$ cat src/design/ubrg_defines.vh
// constants for the baud rate generator block
// Notes on behaviour
// - bit rate is operation clock divided by (divider + 1), then by two.
// - divider sits in data register bits 15:9, usable 2 to 127.
// - operation clock picked from unit prescale select and mode bit 15.
// - mode bit 0 uses field a, 1 field b; codes 0-11 divide by 2^code.
// - code all ones uses timer tick, ch2 for unit 0, ch3 for unit 1.
// - max rate is Brate*2kN/(2kN-k+2), k = divider+1, N frame bits.
// - min rate is Brate*2k(N-1)/(2kN-k-2).
// - frame length counts start, data, parity and stop bits.
// - receiver times samples from start bit with divider; stop bit checked at last sample.
`ifndef UBRG_DEFINES_VH
`define UBRG_DEFINES_VH
`define UBRG_ADDR_PRESCALE  4'h0
`define UBRG_ADDR_MODE0     4'h4
`define UBRG_ADDR_MODE1     4'h8
`define UBRG_ADDR_MODE2     4'hc
`define UBRG_ADDR_MODE3     4'h0
`define UBRG_AW             8
`define UBRG_OFF_PRESCALE   8'h00
`define UBRG_OFF_MODE_BASE  8'h10
`define UBRG_OFF_DATA_BASE  8'h20
`define UBRG_OFF_STATUS     8'h30
`define UBRG_OFF_FRAME      8'h34
`define UBRG_MODE_CKS_BIT   15
`define UBRG_DIV_HI         15
`define UBRG_DIV_LO         9
`define UBRG_CODE_TIMER     4'hf
`define UBRG_CODE_MAX_DIV   4'hb
`define UBRG_DIV_MIN        7'h02
`define UBRG_RESP_OKAY      2'b00
`define UBRG_RESP_SLVERR    2'b10
`define UBRG_FRAME_RST      4'hb
`endif

$ cat src/design/ubrg_top.v
// baud rate generator for four channels of one serial array unit, AXI4-Lite registers
//
// The implementer's own choices: the AXI4-Lite register port and the register addresses.
`timescale 1ns/1ps
`default_nettype none
`include "ubrg_defines.vh"
module ubrg_top #(
  parameter UNIT = 0
) (
  input  wire        mclk,
  input  wire        rst,
  input  wire [7:0]  s_axi_awaddr,
  input  wire        s_axi_awvalid,
  output reg         s_axi_awready,
  input  wire [31:0] s_axi_wdata,
  input  wire [3:0]  s_axi_wstrb,
  input  wire        s_axi_wvalid,
  output reg         s_axi_wready,
  output reg  [1:0]  s_axi_bresp,
  output reg         s_axi_bvalid,
  input  wire        s_axi_bready,
  input  wire [7:0]  s_axi_araddr,
  input  wire        s_axi_arvalid,
  output reg         s_axi_arready,
  output reg  [31:0] s_axi_rdata,
  output reg  [1:0]  s_axi_rresp,
  output reg         s_axi_rvalid,
  input  wire        s_axi_rready,
  input  wire        timer_ch2_tick,
  input  wire        timer_ch3_tick,
  input  wire [3:0]  rxd,
  output reg  [3:0]  baud_tick
);
  // ==========================================================
  // registers
  reg  [7:0]  unit_prescale_select_r;
  reg  [15:0] chan_mode_reg_r [0:3];
  reg  [15:0] chan_data_divider_reg_r [0:3];
  reg  [3:0]  run_r;
  reg  [3:0]  frame_bits_r;
  reg  [3:0]  err_sticky_r;
  reg  [3:0]  ok_sticky_r;
  // ==========================================================
  // input synchronisers: rx pins and timer ticks come from outside
  reg  [3:0]  rxd_s1_r;
  reg  [3:0]  rxd_s2_r;
  reg  [1:0]  tick_s1_r;
  reg  [1:0]  tick_s2_r;
  reg  [1:0]  tick_s3_r;
  always @(posedge mclk) begin
    if (rst) begin
      rxd_s1_r  <= 4'hf;
      rxd_s2_r  <= 4'hf;
      tick_s1_r <= 2'b00;
      tick_s2_r <= 2'b00;
      tick_s3_r <= 2'b00;
    end else begin
      rxd_s1_r  <= rxd;
      rxd_s2_r  <= rxd_s1_r;
      tick_s1_r <= {timer_ch3_tick, timer_ch2_tick};
      tick_s2_r <= tick_s1_r;
      tick_s3_r <= tick_s2_r;
    end
  end
  // ticks arrive as levels of any width; take one pulse per rising edge
  wire [1:0] tick_rise = tick_s2_r & ~tick_s3_r;
  wire       timer_tick = (UNIT == 0) ? tick_rise[0] : tick_rise[1];
  // ==========================================================
  // power of two prescaler: free counter, enable pulses
  reg  [10:0] pre_cnt_r;
  reg  [11:0] pow_tick;
  integer     i;
  always @(posedge mclk) begin
    if (rst)
      pre_cnt_r <= 11'h000;
    else
      pre_cnt_r <= pre_cnt_r + 11'h001;
  end
  // all ones below bit n; n = 11 covers the whole counter
  function [10:0] low_mask;
    input integer n;
    begin
      low_mask = (11'h001 << n) - 11'h001;
    end
  endfunction
  always @* begin
    pow_tick[0] = 1'b1;
    for (i = 1; i < 12; i = i + 1)
      pow_tick[i] = ((pre_cnt_r & low_mask(i)) == low_mask(i));
  end
  // ==========================================================
  // channels
  wire [3:0] tick_w;
  wire [3:0] busy_w;
  wire [3:0] ok_w;
  wire [3:0] ferr_w;
  genvar g;
  generate
    for (g = 0; g < 4; g = g + 1) begin : gch
      ubrg_chan u_chan (
        .mclk       (mclk),
        .rst        (rst),
        .run        (run_r[g]),
        .cks        (chan_mode_reg_r[g][`UBRG_MODE_CKS_BIT]),
        .prescale   (unit_prescale_select_r),
        .pow_tick   (pow_tick),
        .timer_tick (timer_tick),
        .divider    (chan_data_divider_reg_r[g][`UBRG_DIV_HI:`UBRG_DIV_LO]),
        .frame_bits (frame_bits_r),
        .rxd        (rxd_s2_r[g]),
        .baud_tick  (tick_w[g]),
        .rx_busy    (busy_w[g]),
        .frame_ok   (ok_w[g]),
        .frame_err  (ferr_w[g])
      );
    end
  endgenerate
  always @(posedge mclk) begin
    if (rst)
      baud_tick <= 4'h0;
    else
      baud_tick <= tick_w;
  end
  // ==========================================================
  // AXI4-Lite write side: address and data taken in either order
  reg  [7:0]  waddr_r;
  reg  [31:0] wdata_r;
  reg  [3:0]  wstrb_r;
  reg         have_aw_r;
  reg         have_w_r;
  wire        do_write = have_aw_r && have_w_r && !s_axi_bvalid;

  function [15:0] merge16;
    input [15:0] old;
    input [31:0] d;
    input [3:0]  s;
    begin
      merge16 = {s[1] ? d[15:8] : old[15:8], s[0] ? d[7:0] : old[7:0]};
    end
  endfunction

  function is_mapped;
    input [7:0] a;
    begin
      is_mapped = (a == `UBRG_OFF_PRESCALE) || (a == `UBRG_OFF_STATUS) || (a == `UBRG_OFF_FRAME) ||
                  (a[7:4] == `UBRG_OFF_MODE_BASE >> 4 && a[1:0] == 2'b00) ||
                  (a[7:4] == `UBRG_OFF_DATA_BASE >> 4 && a[1:0] == 2'b00);
    end
  endfunction

  integer k;
  always @(posedge mclk) begin
    if (rst) begin
      s_axi_awready          <= 1'b0;
      s_axi_wready           <= 1'b0;
      s_axi_bvalid           <= 1'b0;
      s_axi_bresp            <= `UBRG_RESP_OKAY;
      have_aw_r              <= 1'b0;
      have_w_r               <= 1'b0;
      waddr_r                <= 8'h00;
      wdata_r                <= 32'h0000_0000;
      wstrb_r                <= 4'h0;
      unit_prescale_select_r <= 8'h00;
      run_r                  <= 4'h0;
      frame_bits_r           <= `UBRG_FRAME_RST;
      for (k = 0; k < 4; k = k + 1) begin
        chan_mode_reg_r[k]         <= 16'h0000;
        chan_data_divider_reg_r[k] <= 16'h0000;
      end
    end else begin
      s_axi_awready <= !have_aw_r && !s_axi_awready && s_axi_awvalid;
      s_axi_wready  <= !have_w_r && !s_axi_wready && s_axi_wvalid;
      if (s_axi_awvalid && s_axi_awready) begin
        have_aw_r <= 1'b1;
        waddr_r   <= s_axi_awaddr;
      end
      if (s_axi_wvalid && s_axi_wready) begin
        have_w_r <= 1'b1;
        wdata_r  <= s_axi_wdata;
        wstrb_r  <= s_axi_wstrb;
      end
      if (s_axi_bvalid && s_axi_bready)
        s_axi_bvalid <= 1'b0;
      if (do_write) begin
        have_aw_r    <= 1'b0;
        have_w_r     <= 1'b0;
        s_axi_bvalid <= 1'b1;
        s_axi_bresp  <= is_mapped(waddr_r) ? `UBRG_RESP_OKAY : `UBRG_RESP_SLVERR;
        if (waddr_r == `UBRG_OFF_PRESCALE) begin
          if (wstrb_r[0])
            unit_prescale_select_r <= wdata_r[7:0];
          if (wstrb_r[1])
            run_r <= wdata_r[11:8];
        end
        if (waddr_r == `UBRG_OFF_FRAME && wstrb_r[0])
          frame_bits_r <= wdata_r[3:0];
        if (waddr_r[7:4] == `UBRG_OFF_MODE_BASE >> 4 && waddr_r[1:0] == 2'b00)
          chan_mode_reg_r[waddr_r[3:2]] <= merge16(chan_mode_reg_r[waddr_r[3:2]], wdata_r, wstrb_r);
        if (waddr_r[7:4] == `UBRG_OFF_DATA_BASE >> 4 && waddr_r[1:0] == 2'b00)
          chan_data_divider_reg_r[waddr_r[3:2]] <=
            merge16(chan_data_divider_reg_r[waddr_r[3:2]], wdata_r, wstrb_r);
      end
    end
  end
  // ==========================================================
  // sticky frame flags; hardware set wins over software clear
  wire clr_status = do_write && waddr_r == `UBRG_OFF_STATUS && wstrb_r[0];
  always @(posedge mclk) begin
    if (rst) begin
      err_sticky_r <= 4'h0;
      ok_sticky_r  <= 4'h0;
    end else begin
      err_sticky_r <= ferr_w | (err_sticky_r & ~(clr_status ? wdata_r[3:0] : 4'h0));
      ok_sticky_r  <= ok_w | (ok_sticky_r & ~(clr_status ? wdata_r[7:4] : 4'h0));
    end
  end
  // ==========================================================
  // AXI4-Lite read side
  reg  [31:0] rd_val;
  always @* begin
    rd_val = 32'h0000_0000;
    if (s_axi_araddr == `UBRG_OFF_PRESCALE)
      rd_val = {20'h00000, run_r, unit_prescale_select_r};
    else if (s_axi_araddr == `UBRG_OFF_STATUS)
      rd_val = {20'h00000, busy_w, ok_sticky_r, err_sticky_r};
    else if (s_axi_araddr == `UBRG_OFF_FRAME)
      rd_val = {28'h0000000, frame_bits_r};
    else if (s_axi_araddr[7:4] == `UBRG_OFF_MODE_BASE >> 4)
      rd_val = {16'h0000, chan_mode_reg_r[s_axi_araddr[3:2]]};
    else if (s_axi_araddr[7:4] == `UBRG_OFF_DATA_BASE >> 4)
      rd_val = {16'h0000, chan_data_divider_reg_r[s_axi_araddr[3:2]]};
  end
  always @(posedge mclk) begin
    if (rst) begin
      s_axi_arready <= 1'b0;
      s_axi_rvalid  <= 1'b0;
      s_axi_rdata   <= 32'h0000_0000;
      s_axi_rresp   <= `UBRG_RESP_OKAY;
    end else begin
      s_axi_arready <= s_axi_arvalid && !s_axi_arready && !s_axi_rvalid;
      if (s_axi_arvalid && s_axi_arready) begin
        s_axi_rvalid <= 1'b1;
        s_axi_rdata  <= is_mapped(s_axi_araddr) ? rd_val : 32'h0000_0000;
        s_axi_rresp  <= is_mapped(s_axi_araddr) ? `UBRG_RESP_OKAY : `UBRG_RESP_SLVERR;
      end else if (s_axi_rvalid && s_axi_rready) begin
        s_axi_rvalid <= 1'b0;
      end
    end
  end
endmodule
`default_nettype wire

$ cat src/design/ubrg_chan.v
// one channel: operation clock select, bit rate divider and receive sample timing
`timescale 1ns/1ps
`default_nettype none
`include "ubrg_defines.vh"
module ubrg_chan (
  input  wire        mclk,
  input  wire        rst,
  input  wire        run,
  input  wire        cks,
  input  wire [7:0]  prescale,
  input  wire [11:0] pow_tick,
  input  wire        timer_tick,
  input  wire [6:0]  divider,
  input  wire [3:0]  frame_bits,
  input  wire        rxd,
  output reg         baud_tick,
  output reg         rx_busy,
  output reg         frame_ok,
  output reg         frame_err
);
  // ==========================================================
  // operation clock select
  reg  [3:0] code;
  reg        op_clk;
  always @* begin
    code = cks ? prescale[7:4] : prescale[3:0];
    if (code == `UBRG_CODE_TIMER)
      op_clk = timer_tick;
    else if (code <= `UBRG_CODE_MAX_DIV)
      op_clk = pow_tick[code];
    else
      op_clk = 1'b0;
  end
  // ==========================================================
  // half bit divider: (divider+1) op clocks per half bit
  reg  [6:0] div_cnt_r;
  reg        half_r;
  wire       div_ok = (divider >= `UBRG_DIV_MIN);
  always @(posedge mclk) begin
    if (rst || !run || !div_ok) begin
      div_cnt_r <= 7'h00;
      half_r    <= 1'b0;
      baud_tick <= 1'b0;
    end else begin
      baud_tick <= 1'b0;
      if (op_clk) begin
        if (div_cnt_r >= divider) begin
          div_cnt_r <= 7'h00;
          half_r    <= ~half_r;
          baud_tick <= half_r;
        end else begin
          div_cnt_r <= div_cnt_r + 7'h01;
        end
      end
    end
  end
  // ==========================================================
  // receive sampling: mid bit points timed from start edge
  localparam ST_IDLE = 2'd0;
  localparam ST_RUN  = 2'd1;
  reg  [1:0] st_r;
  reg  [6:0] rcnt_r;
  reg        rhalf_r;
  reg  [3:0] bit_r;
  reg        rxd_d_r;
  always @(posedge mclk) begin
    if (rst || !run || !div_ok) begin
      st_r      <= ST_IDLE;
      rcnt_r    <= 7'h00;
      rhalf_r   <= 1'b0;
      bit_r     <= 4'h0;
      rxd_d_r   <= 1'b1;
      rx_busy   <= 1'b0;
      frame_ok  <= 1'b0;
      frame_err <= 1'b0;
    end else begin
      rxd_d_r   <= rxd;
      frame_ok  <= 1'b0;
      frame_err <= 1'b0;
      case (st_r)
        ST_IDLE: begin
          if (rxd_d_r && !rxd) begin
            st_r    <= ST_RUN;
            rcnt_r  <= 7'h00;
            rhalf_r <= 1'b0;
            bit_r   <= 4'h0;
            rx_busy <= 1'b1;
          end
        end
        ST_RUN: begin
          if (op_clk) begin
            if (rcnt_r >= divider) begin
              rcnt_r  <= 7'h00;
              rhalf_r <= ~rhalf_r;
              // sample at odd half bits, i.e. mid bit
              // first sample half a bit after the start edge centres the tolerance window
              if (!rhalf_r) begin
                if (bit_r == frame_bits - 4'h1) begin
                  st_r      <= ST_IDLE;
                  rx_busy   <= 1'b0;
                  frame_ok  <= rxd;
                  frame_err <= ~rxd;
                end else if (bit_r == 4'h0 && rxd) begin
                  st_r    <= ST_IDLE; // false start
                  rx_busy <= 1'b0;
                end else begin
                  bit_r <= bit_r + 4'h1;
                end
              end
            end else begin
              rcnt_r <= rcnt_r + 7'h01;
            end
          end
        end
        default: st_r <= ST_IDLE;
      endcase
    end
  end
endmodule
`default_nettype wire

$ cat config.mk
export PLATFORM = sky130hd
export DESIGN_NAME = ubrg_top
export DESIGN_NICKNAME = d
export VERILOG_FILES = /design/src/design/ubrg_top.v /design/src/design/ubrg_chan.v
export VERILOG_INCLUDE_DIRS = /design/src /design/src/design
export SDC_FILE = /design/constraint.sdc
export NUM_CORES = 1
export LEC_CHECK = 0
export BUFFER_PORTS_ARGS = -buffer_cell sky130_fd_sc_hd__buf_4
export CAP_MARGIN = 25
export CORE_MARGIN = 4
export CORE_UTILIZATION = 55
export DETAILED_ROUTE_END_ITERATION = 8
export PLACE_DENSITY_LB_ADDON = 0.2
export SYNTH_ARGS = -nofsm -noshare
export SYNTH_HDL_FRONTEND = slang
export SYNTH_SLANG_ARGS = --single-unit
$ cat constraint.sdc
create_clock -name mclk -period 4.8 [get_ports mclk]
set_clock_uncertainty 0.15 [all_clocks]
set_input_delay 0.24 -clock mclk [delete_from_list [all_inputs] [get_ports mclk]]
set_output_delay 0.24 -clock mclk [all_outputs]
set_load 0.01 [all_outputs]
Yosys cells after proc, flatten, opt, wreduce, memory -nomap -nowiden

Memories as Yosys holds them, arrays and structs flattened.
Cells that the tools add are included.

RAM bits: 128
Logic and storage cells: 504
Bits in registers: 227
Output and inout bits: 45
Memories: 2

$add $sub $neg: 14
Equality and inequality tests: 62
Reduce and logical (&&, ||, !) cells: 123
Magnitude comparators: 20
Bitwise operators: 40
Multiplexer cells: 174

Memories:

| name                    | depth | width | rd ports | clocked after Yosys merged registers in | write ports | RTL line      | text |
|---|---|---|---|---|---|---|---|
| chan_data_divider_reg_r | 4     | 16    | 5        | 0                                       | 4           | ubrg_top.v:38 | `reg [15:0] chan_data_divider_reg_r [0:3];` |
| chan_mode_reg_r         | 4     | 16    | 5        | 0                                       | 4           | ubrg_top.v:37 | `reg [15:0] chan_mode_reg_r [0:3];` |

Operators by type and width:

| kind                                                               | count |
|---|---|
| two-way mux 4 bit                                                  | 30 |
| two-way mux 16 bit                                                 | 7 |
| two-way mux 7 bit                                                  | 16 |
| two-way mux 1 bit                                                  | 62 |
| two-way mux 2 bit                                                  | 30 |
| adder 7 x 1 -> 7 bit (second input constant)                       | 8 |
| greater-or-equal comparator 7 bit                                  | 8 |
| case mux 7 bit (2 select lines)                                    | 4 |
| NOT 1 bit                                                          | 33 |
| == test 8 x 6 -> 1 bit (second input constant)                     | 4 |
| two-way mux 32 bit                                                 | 1 |
| two-way mux 8 bit                                                  | 4 |
| case mux 4 bit (2 select lines)                                    | 4 |
| OR reduction 16 bit                                                | 2 |
| greater-or-equal comparator 7 x 2 -> 1 bit (second input constant) | 4 |
| logical AND 1 bit                                                  | 28 |
| AND reduction 7 bit                                                | 4 |
| != test 2 x 1 -> 1 bit (second input constant)                     | 12 |
| != test 2 bit (second input constant)                              | 12 |
| AND reduction 6 bit                                                | 4 |
| OR reduction 6 bit                                                 | 4 |
| == test 4 bit (second input constant)                              | 5 |
| less-than comparator 4 x 5 -> 1 bit (second input constant)        | 4 |
| AND reduction 5 bit                                                | 4 |
| other kinds (37)                                                   | 139 |

Longest topological paths before layout

Depth in word-level cells: 9
Mapped depth: 12
Mapped depth without buffers: 10

Modules after synthesis

A second synthesis with hierarchy kept.

Cell total of the unflattened synthesis: 1,745
Area total of the unflattened synthesis: 17,759.5 sq um

By module, submodules not included:

| module                         | times used | area each (sq um) | seq. area each (sq um) | cells each |
|---|---|---|---|---|
| ubrg_top                       | 1          | 10,027.1          | 5,865.6                | 823 |
| ubrg_chan at gch[2].u_chan ... | 2          | 1,948.1           | 500.5                  | 237 |
| ubrg_chan at gch[0].u_chan ... | 2          | 1,918.1           | 500.5                  | 224 |

Least setup slack after synthesis

OpenSTA, ideal clock, no wires.

Kind: flip-flop to flip-flop
From: register pre_cnt_r[1]
To: register gch[2].u_chan.rcnt_r[6]
Arrival: 2,485 ps
Buffers on the path: 2
Path slack: 2,044 ps
Setup time: 122 ps
Cell stages (with the launch flop): 13
Cells stage by stage: dfxtp_1 -> ha_1 -> clkbuf_1 -> nand4_1 -> inv_1 -> ha_1 -> mux2i_1 -> a221oi_1 -> a21boi_0 -> buf_2 -> a31oi_2 -> nor2_1 -> a221o_1

Longest elaborated chain between the ends: 7
Elaborated cells on any way between the ends: 16

Ends and longest elaborated chain:

| element                                     | RTL line        | text |
|---|---|---|
| start, declared                             | ubrg_top.v:70   | `reg [10:0] pre_cnt_r;` |
| start signal, assigned                      | ubrg_top.v:77   | `pre_cnt_r <= pre_cnt_r + 11'h001;` |
| == test 11 bit (tied with other cells)      | ubrg_top.v:89   | `pow_tick[i] = ((pre_cnt_r & low_mask(i)) == low_mask(i));` |
| binary-select mux 1 bit (select 4 bit) (*)  | ubrg_chan.v:30  | `op_clk = pow_tick[code];` |
| two-way mux 1 bit (implied by the code) (*) | ubrg_chan.v:30  |  |
| two-way mux 1 bit (*)                       | ubrg_chan.v:29  | `` else if (code <= `UBRG_CODE_MAX_DIV) `` |
| two-way mux 1 bit (*)                       | ubrg_chan.v:27  | `` if (code == `UBRG_CODE_TIMER) `` |
| != test 2 x 1 -> 1 bit (no line) (*)        | n/a             |  |
| AND reduction 3 bit (no line) (*)           | n/a             |  |
| end signal, assigned                        | ubrg_chan.v:111 | `rcnt_r <= rcnt_r + 7'h01;` |
| end, declared                               | ubrg_chan.v:62  | `reg [6:0] rcnt_r;` |

Every way passes the cells marked *; elsewhere a longest branch is shown, timed or not. The select of a mux whose other input is x is not followed.
A chain may end at the register's enable or synchronous reset.

Worst setup path in the final report

From: register pre_cnt_r[0]
To: register gch[1].u_chan.rhalf_r

Longest elaborated chain between the ends: 7
Elaborated cells on any way between the ends: 16

Ends and longest elaborated chain:

| element                                     | RTL line       | text |
|---|---|---|
| == test 11 bit (tied with other cells)      | ubrg_top.v:89  |  |
| binary-select mux 1 bit (select 4 bit) (*)  | ubrg_chan.v:30 |  |
| two-way mux 1 bit (implied by the code) (*) | ubrg_chan.v:30 |  |
| two-way mux 1 bit (*)                       | ubrg_chan.v:29 |  |
| two-way mux 1 bit (*)                       | ubrg_chan.v:27 |  |
| != test 2 x 1 -> 1 bit (no line) (*)        | n/a            |  |
| AND reduction 4 bit (no line) (*)           | n/a            |  |
| end signal, assigned                        | ubrg_chan.v:94 | `rhalf_r <= ~rhalf_r;` |
| end, declared                               | ubrg_chan.v:63 | `reg rhalf_r;` |

Marks and branches as above.

==> summary.log <==
[placement] number of placed cells counting well taps 2,125
[outcome] outcome completed
[synthesis] sequential element share of the synthesized area 0.4656
[global_routing] first-pass GRT wire length 67.34 mm
[route] number of vias in the routed layout 13,410
[global_routing] final global-route overflow total 0
[setup_path] critical path endpoint category flop
[power_and_ir_drop] power per unit of standard cell area 310.5 nW/um^2
[die] Die H 183.3 um
[finish] proportion of layout cells with a drive suffix above 1 0.1165
[clock_network] clock slew seen by the registers of the worst setup and hold paths 0.06 ns
[clock_network] count of H-tree levels built during CTS 2
[power_and_ir_drop] overall power consumption 0.005973 W
[global_routing] initial antenna violation count 0
[route] First DRT Iteration DRCs 1,079
[clock_network] TritonCTS buffer count 36
[power_and_ir_drop] largest vdd supply drop 0.0002174 V
[sta] final setup violation count 0
[clock_network] CTS sink cnt 329
[synthesis] flip-flop and latch count after synthesis 329
[route] number of nets with antenna violations after routing 0
[sta] setup repair after global routing missed its margin false
[clock_network] Max Root-Sink Buffers 3
[power_and_ir_drop] sequential power share 0.501
[global_routing] aggregate global-route resource usage 0.2477
[synthesis] Ys Warns 0
[sta] summed negative setup slack over all endpoints 0 ns
[power_and_ir_drop] Pleak 7.238 nW
[sta] Period Utilization, post-route 0.8254
[sta] final critical-path required period 3.962 ns
[clock_network] clock tree from TritonCTS done
[route] number of remaining DRC errors 0
[clock_network] Skew-Pair Late Insertion Delay 0.52 ns
[setup_path] kind of start point of the critical path flop
[route] wire per inst 18.94 um
[route] TritonRoute pass-1 iters 5
[die] full die area 33,590 um^2
[setup_path] worst setup path category flop to flop
[power_and_ir_drop] Internal Pwr Total 0.004665 W
[die] Die X 183.3 um
[setup_path] endpoint required time on the critical path 5.07 ns
[route] Via-to-Cell Ratio 6.000
[power_and_ir_drop] clock share of power 0.450
[power_and_ir_drop] combinational cell fraction of total power 0.049
[route] total wirelength of the detailed-routed design 42.32 mm
[synthesis] Async SR Flop Fraction 0
[job] max capacitance violation total 0
[die] IO Count 110
[finish] Finished Layout Cells 2,235
[finish] final cell utilization of the core 0.6421
[sta] fin. max-slew vios 0
[die] area of the core 29,950 um^2
[placement] detailed placement HPWL 29.41 mm
[clock_network] Root Driver clkbuf_16
[clock_network] post-CTS resize count 0
[placement] input/output buffers 72
[synthesis] synthesized netlist cell count 1,730
[setup_path] largest driver fanout on the critical path 13
[sta] number of failing hold endpoints at the final stage 0
[die] FP Rows 63
[synthesis] most area-hungry cell type in the Yosys netlist dfxtp_1
[synthesis] Yosys top cell area share 0.2381
[worst_hold_path] path category of the worst min-delay check primary input to flop
[synthesis] Synth area leaders dfxtp_1 (24%), edfxtp_1 (23%), ha_1 (5.7%)
[sta] max frequency 0.2524 GHz
[finish] antenna cell count 0
[synthesis] Most used DFF post-synth dfxtp_1
[global_routing] pin count of the biggest net entering global routing 74
[synthesis] distinct cell type count of the synthesized netlist 86
[setup_path] worst endpoint data arrival time 4.23 ns
[global_routing] number of global-route vias before repair 12,720
[synthesis] Synth Cell Area 16,900 um^2
[synthesis] Post-synth EDFFs 128
[die] starting density of the core 0.5641
[power_and_ir_drop] net load switching power 0.001308 W
[power_and_ir_drop] switching fraction of total power 0.2190
[synthesis] mean post-synth cell area 9.767 um^2
[finish] number of nets in the final layout 1,959
[sta] Relative slew margins 0.2255
[finish] synthesis-to-layout area growth 13.83%
[placement] final weighted congestion in routability-driven placement 0.9037
[sta] Tightest Pin Transition 1.162 ns
==> power groups by stage <==
stage / Combinational [W] / Clock (W) / Sequential, W
2_1_floorplan: 0.000193 / 0 / 0.00303
3_3_place_gp: 0.000256 / 0 / 0.00305
3_5_place_dp: 0.000263 / 0 / 0.00305
4_1_cts: 0.000289 / 0.00274 / 0.00299
5_1_grt: 0.000318 / 0.00286 / 0.00300
6_report: 0.000291 / 0.00269 / 0.00299
==> worst paths after layout <==
path                            depth (start not counted)                     to  slack, ns         start
worst min-delay path                                    2           baud_tick[2]       0.01           rst
worst max register to register                         10  gch[1].u_chan.rhalf_r       0.84  pre_cnt_r[0]
worst max-delay path                                   10  gch[1].u_chan.rhalf_r       0.84  pre_cnt_r[0]
worst min register to register                          1            rxd_s2_r[2]       0.26   rxd_s1_r[2]
==> Yosys cell counts (all sizes together) (9+ instances only) <==
cell type / count
a21boi: 13
a21o: 13
a21oi: 97
a221oi: 10
a22o: 11
a31oi: 17
and2: 56
and3: 19
and4: 9
buf: 42
clkbuf: 60
dfxtp: 201
edfxtp: 128
ha: 77
inv: 99
mux2: 10
mux2i: 33
mux4: 32
nand2: 150
nand2b: 21
nand3: 79
nand4: 16
nand4b: 9
nor2: 173
nor2b: 28
nor3: 36
nor4: 16
o211ai: 14
o21ai: 70
o31ai: 9
or2: 10
or3: 20
xnor2: 34
xor2: 20
==> flip-flops by register name (all words and copies together) (netlist names), 8 cells and up <==
register                 flops
chan_data_divider_reg_r     64
chan_mode_reg_r             64
gch.u_chan.div_cnt_r        28
gch.u_chan.rcnt_r           28
gch.u_chan.bit_r            16
s_axi_rdata                 16
wdata_r                     16
pre_cnt_r                   11
unit_prescale_select_r       8
waddr_r                      8
==> cell type report <==
type                    instances  area [um^2]
clock buffers                  47         1003
clock inverters                19        147.6
fillers                      2431        10720
inverters                      99        371.6
multi-input cells            1217         8237
flip-flops and latches        329         7868
well taps                     390        488.0
repair buffers                134         1120
==> per-layer routing <==
metal | up-vias | GRT usage | share of wire
li1 | 6373 | - | -
met1 | 6454 | 0.3444 | 0.42
met2 | 498 | 0.4035 | 0.47
met3 | 85 | 0.03669 | 0.075
met4 | 0 | 0.07837 | 0.031
met5 | - | 0 | 0
==> placed cells by master (no fill, tap or decap), types with 8 or more instances in the layout <==
master         Yosys  final
nor3_1            35     35
nor2b_1           28     28
a22o_1            11     11
nand2b_1          21     21
or3_1             19     19
a31oi_1           15     15
xor2_1            19     19
conb_1             1     18
o2111ai_1          8      8
edfxtp_1         128    128
nand3_1           79     79
nand2_1          149    149
ha_1              77     77
and4_1             9      9
nand4b_1           9      9
xnor2_1           34     34
nand4_1           16     16
o31ai_1            8      8
buf_4             21     89
nor4_1            16     16
dfxtp_1          201    201
a221oi_1          10     10
clkbuf_16          0     37
nor2_1           173    173
o21ai_0           66     66
and3_1            19     19
and2_1            55     55
mux2i_1           29     29
dlygate4sd3_1      0     44
or2_2             10     10
mux4_2            32     32
a21boi_0          12     12
a21oi_1           97     97
mux2_2            10     10
inv_1             99     99
a21o_1            13     13
o211ai_1          14     14
==> what timing repair did <==
item,CTS,global route
setup buffers,0,0
endpoints found under the hold margin,37,0
hold buffers,44,0
==> metrics by stage <==
stage / hold WS (ns) / area (um^2) / setup slack [ns]
floorplan: 0.1938 / 16960 / 2.044
global placement: 0.2413 / 17630 / 0.9060
detailed placement: 0.2440 / 17640 / 0.9098
CTS: 0.007661 / 19230 / 0.9361
global route: 0.03644 / 19230 / 0.5143
finish: 0.01467 / 19230 / 0.8382
==> logic make-up (layout without fill, tap and decap cells) <==
kind of cell	after synthesis	in the layout	synth area share
compound gates	325	325	0.1268
xor+xnor	55	55	0.02977
flops	329	329	0.4656
other cells	1	18	0.0002219
fa+ha+maj	77	77	0.05702
simple gates	667	667	0.1981
buf+inv	201	299	0.05176
mux	75	75	0.07079
==> worst max-delay path, stage by stage, from the launching register on <==
cell and delay (ns):
dfxtp_1 0.53, ha_1 0.50, nand4_1 0.36, inv_1 0.13, ha_1 0.26, a21oi_1 0.10, a211oi_1 0.49, a22oi_1 0.46
nor3b_2 0.50, o21ai_0 0.17, a21boi_0 0.24
Power figures use the tool's default switching activity.
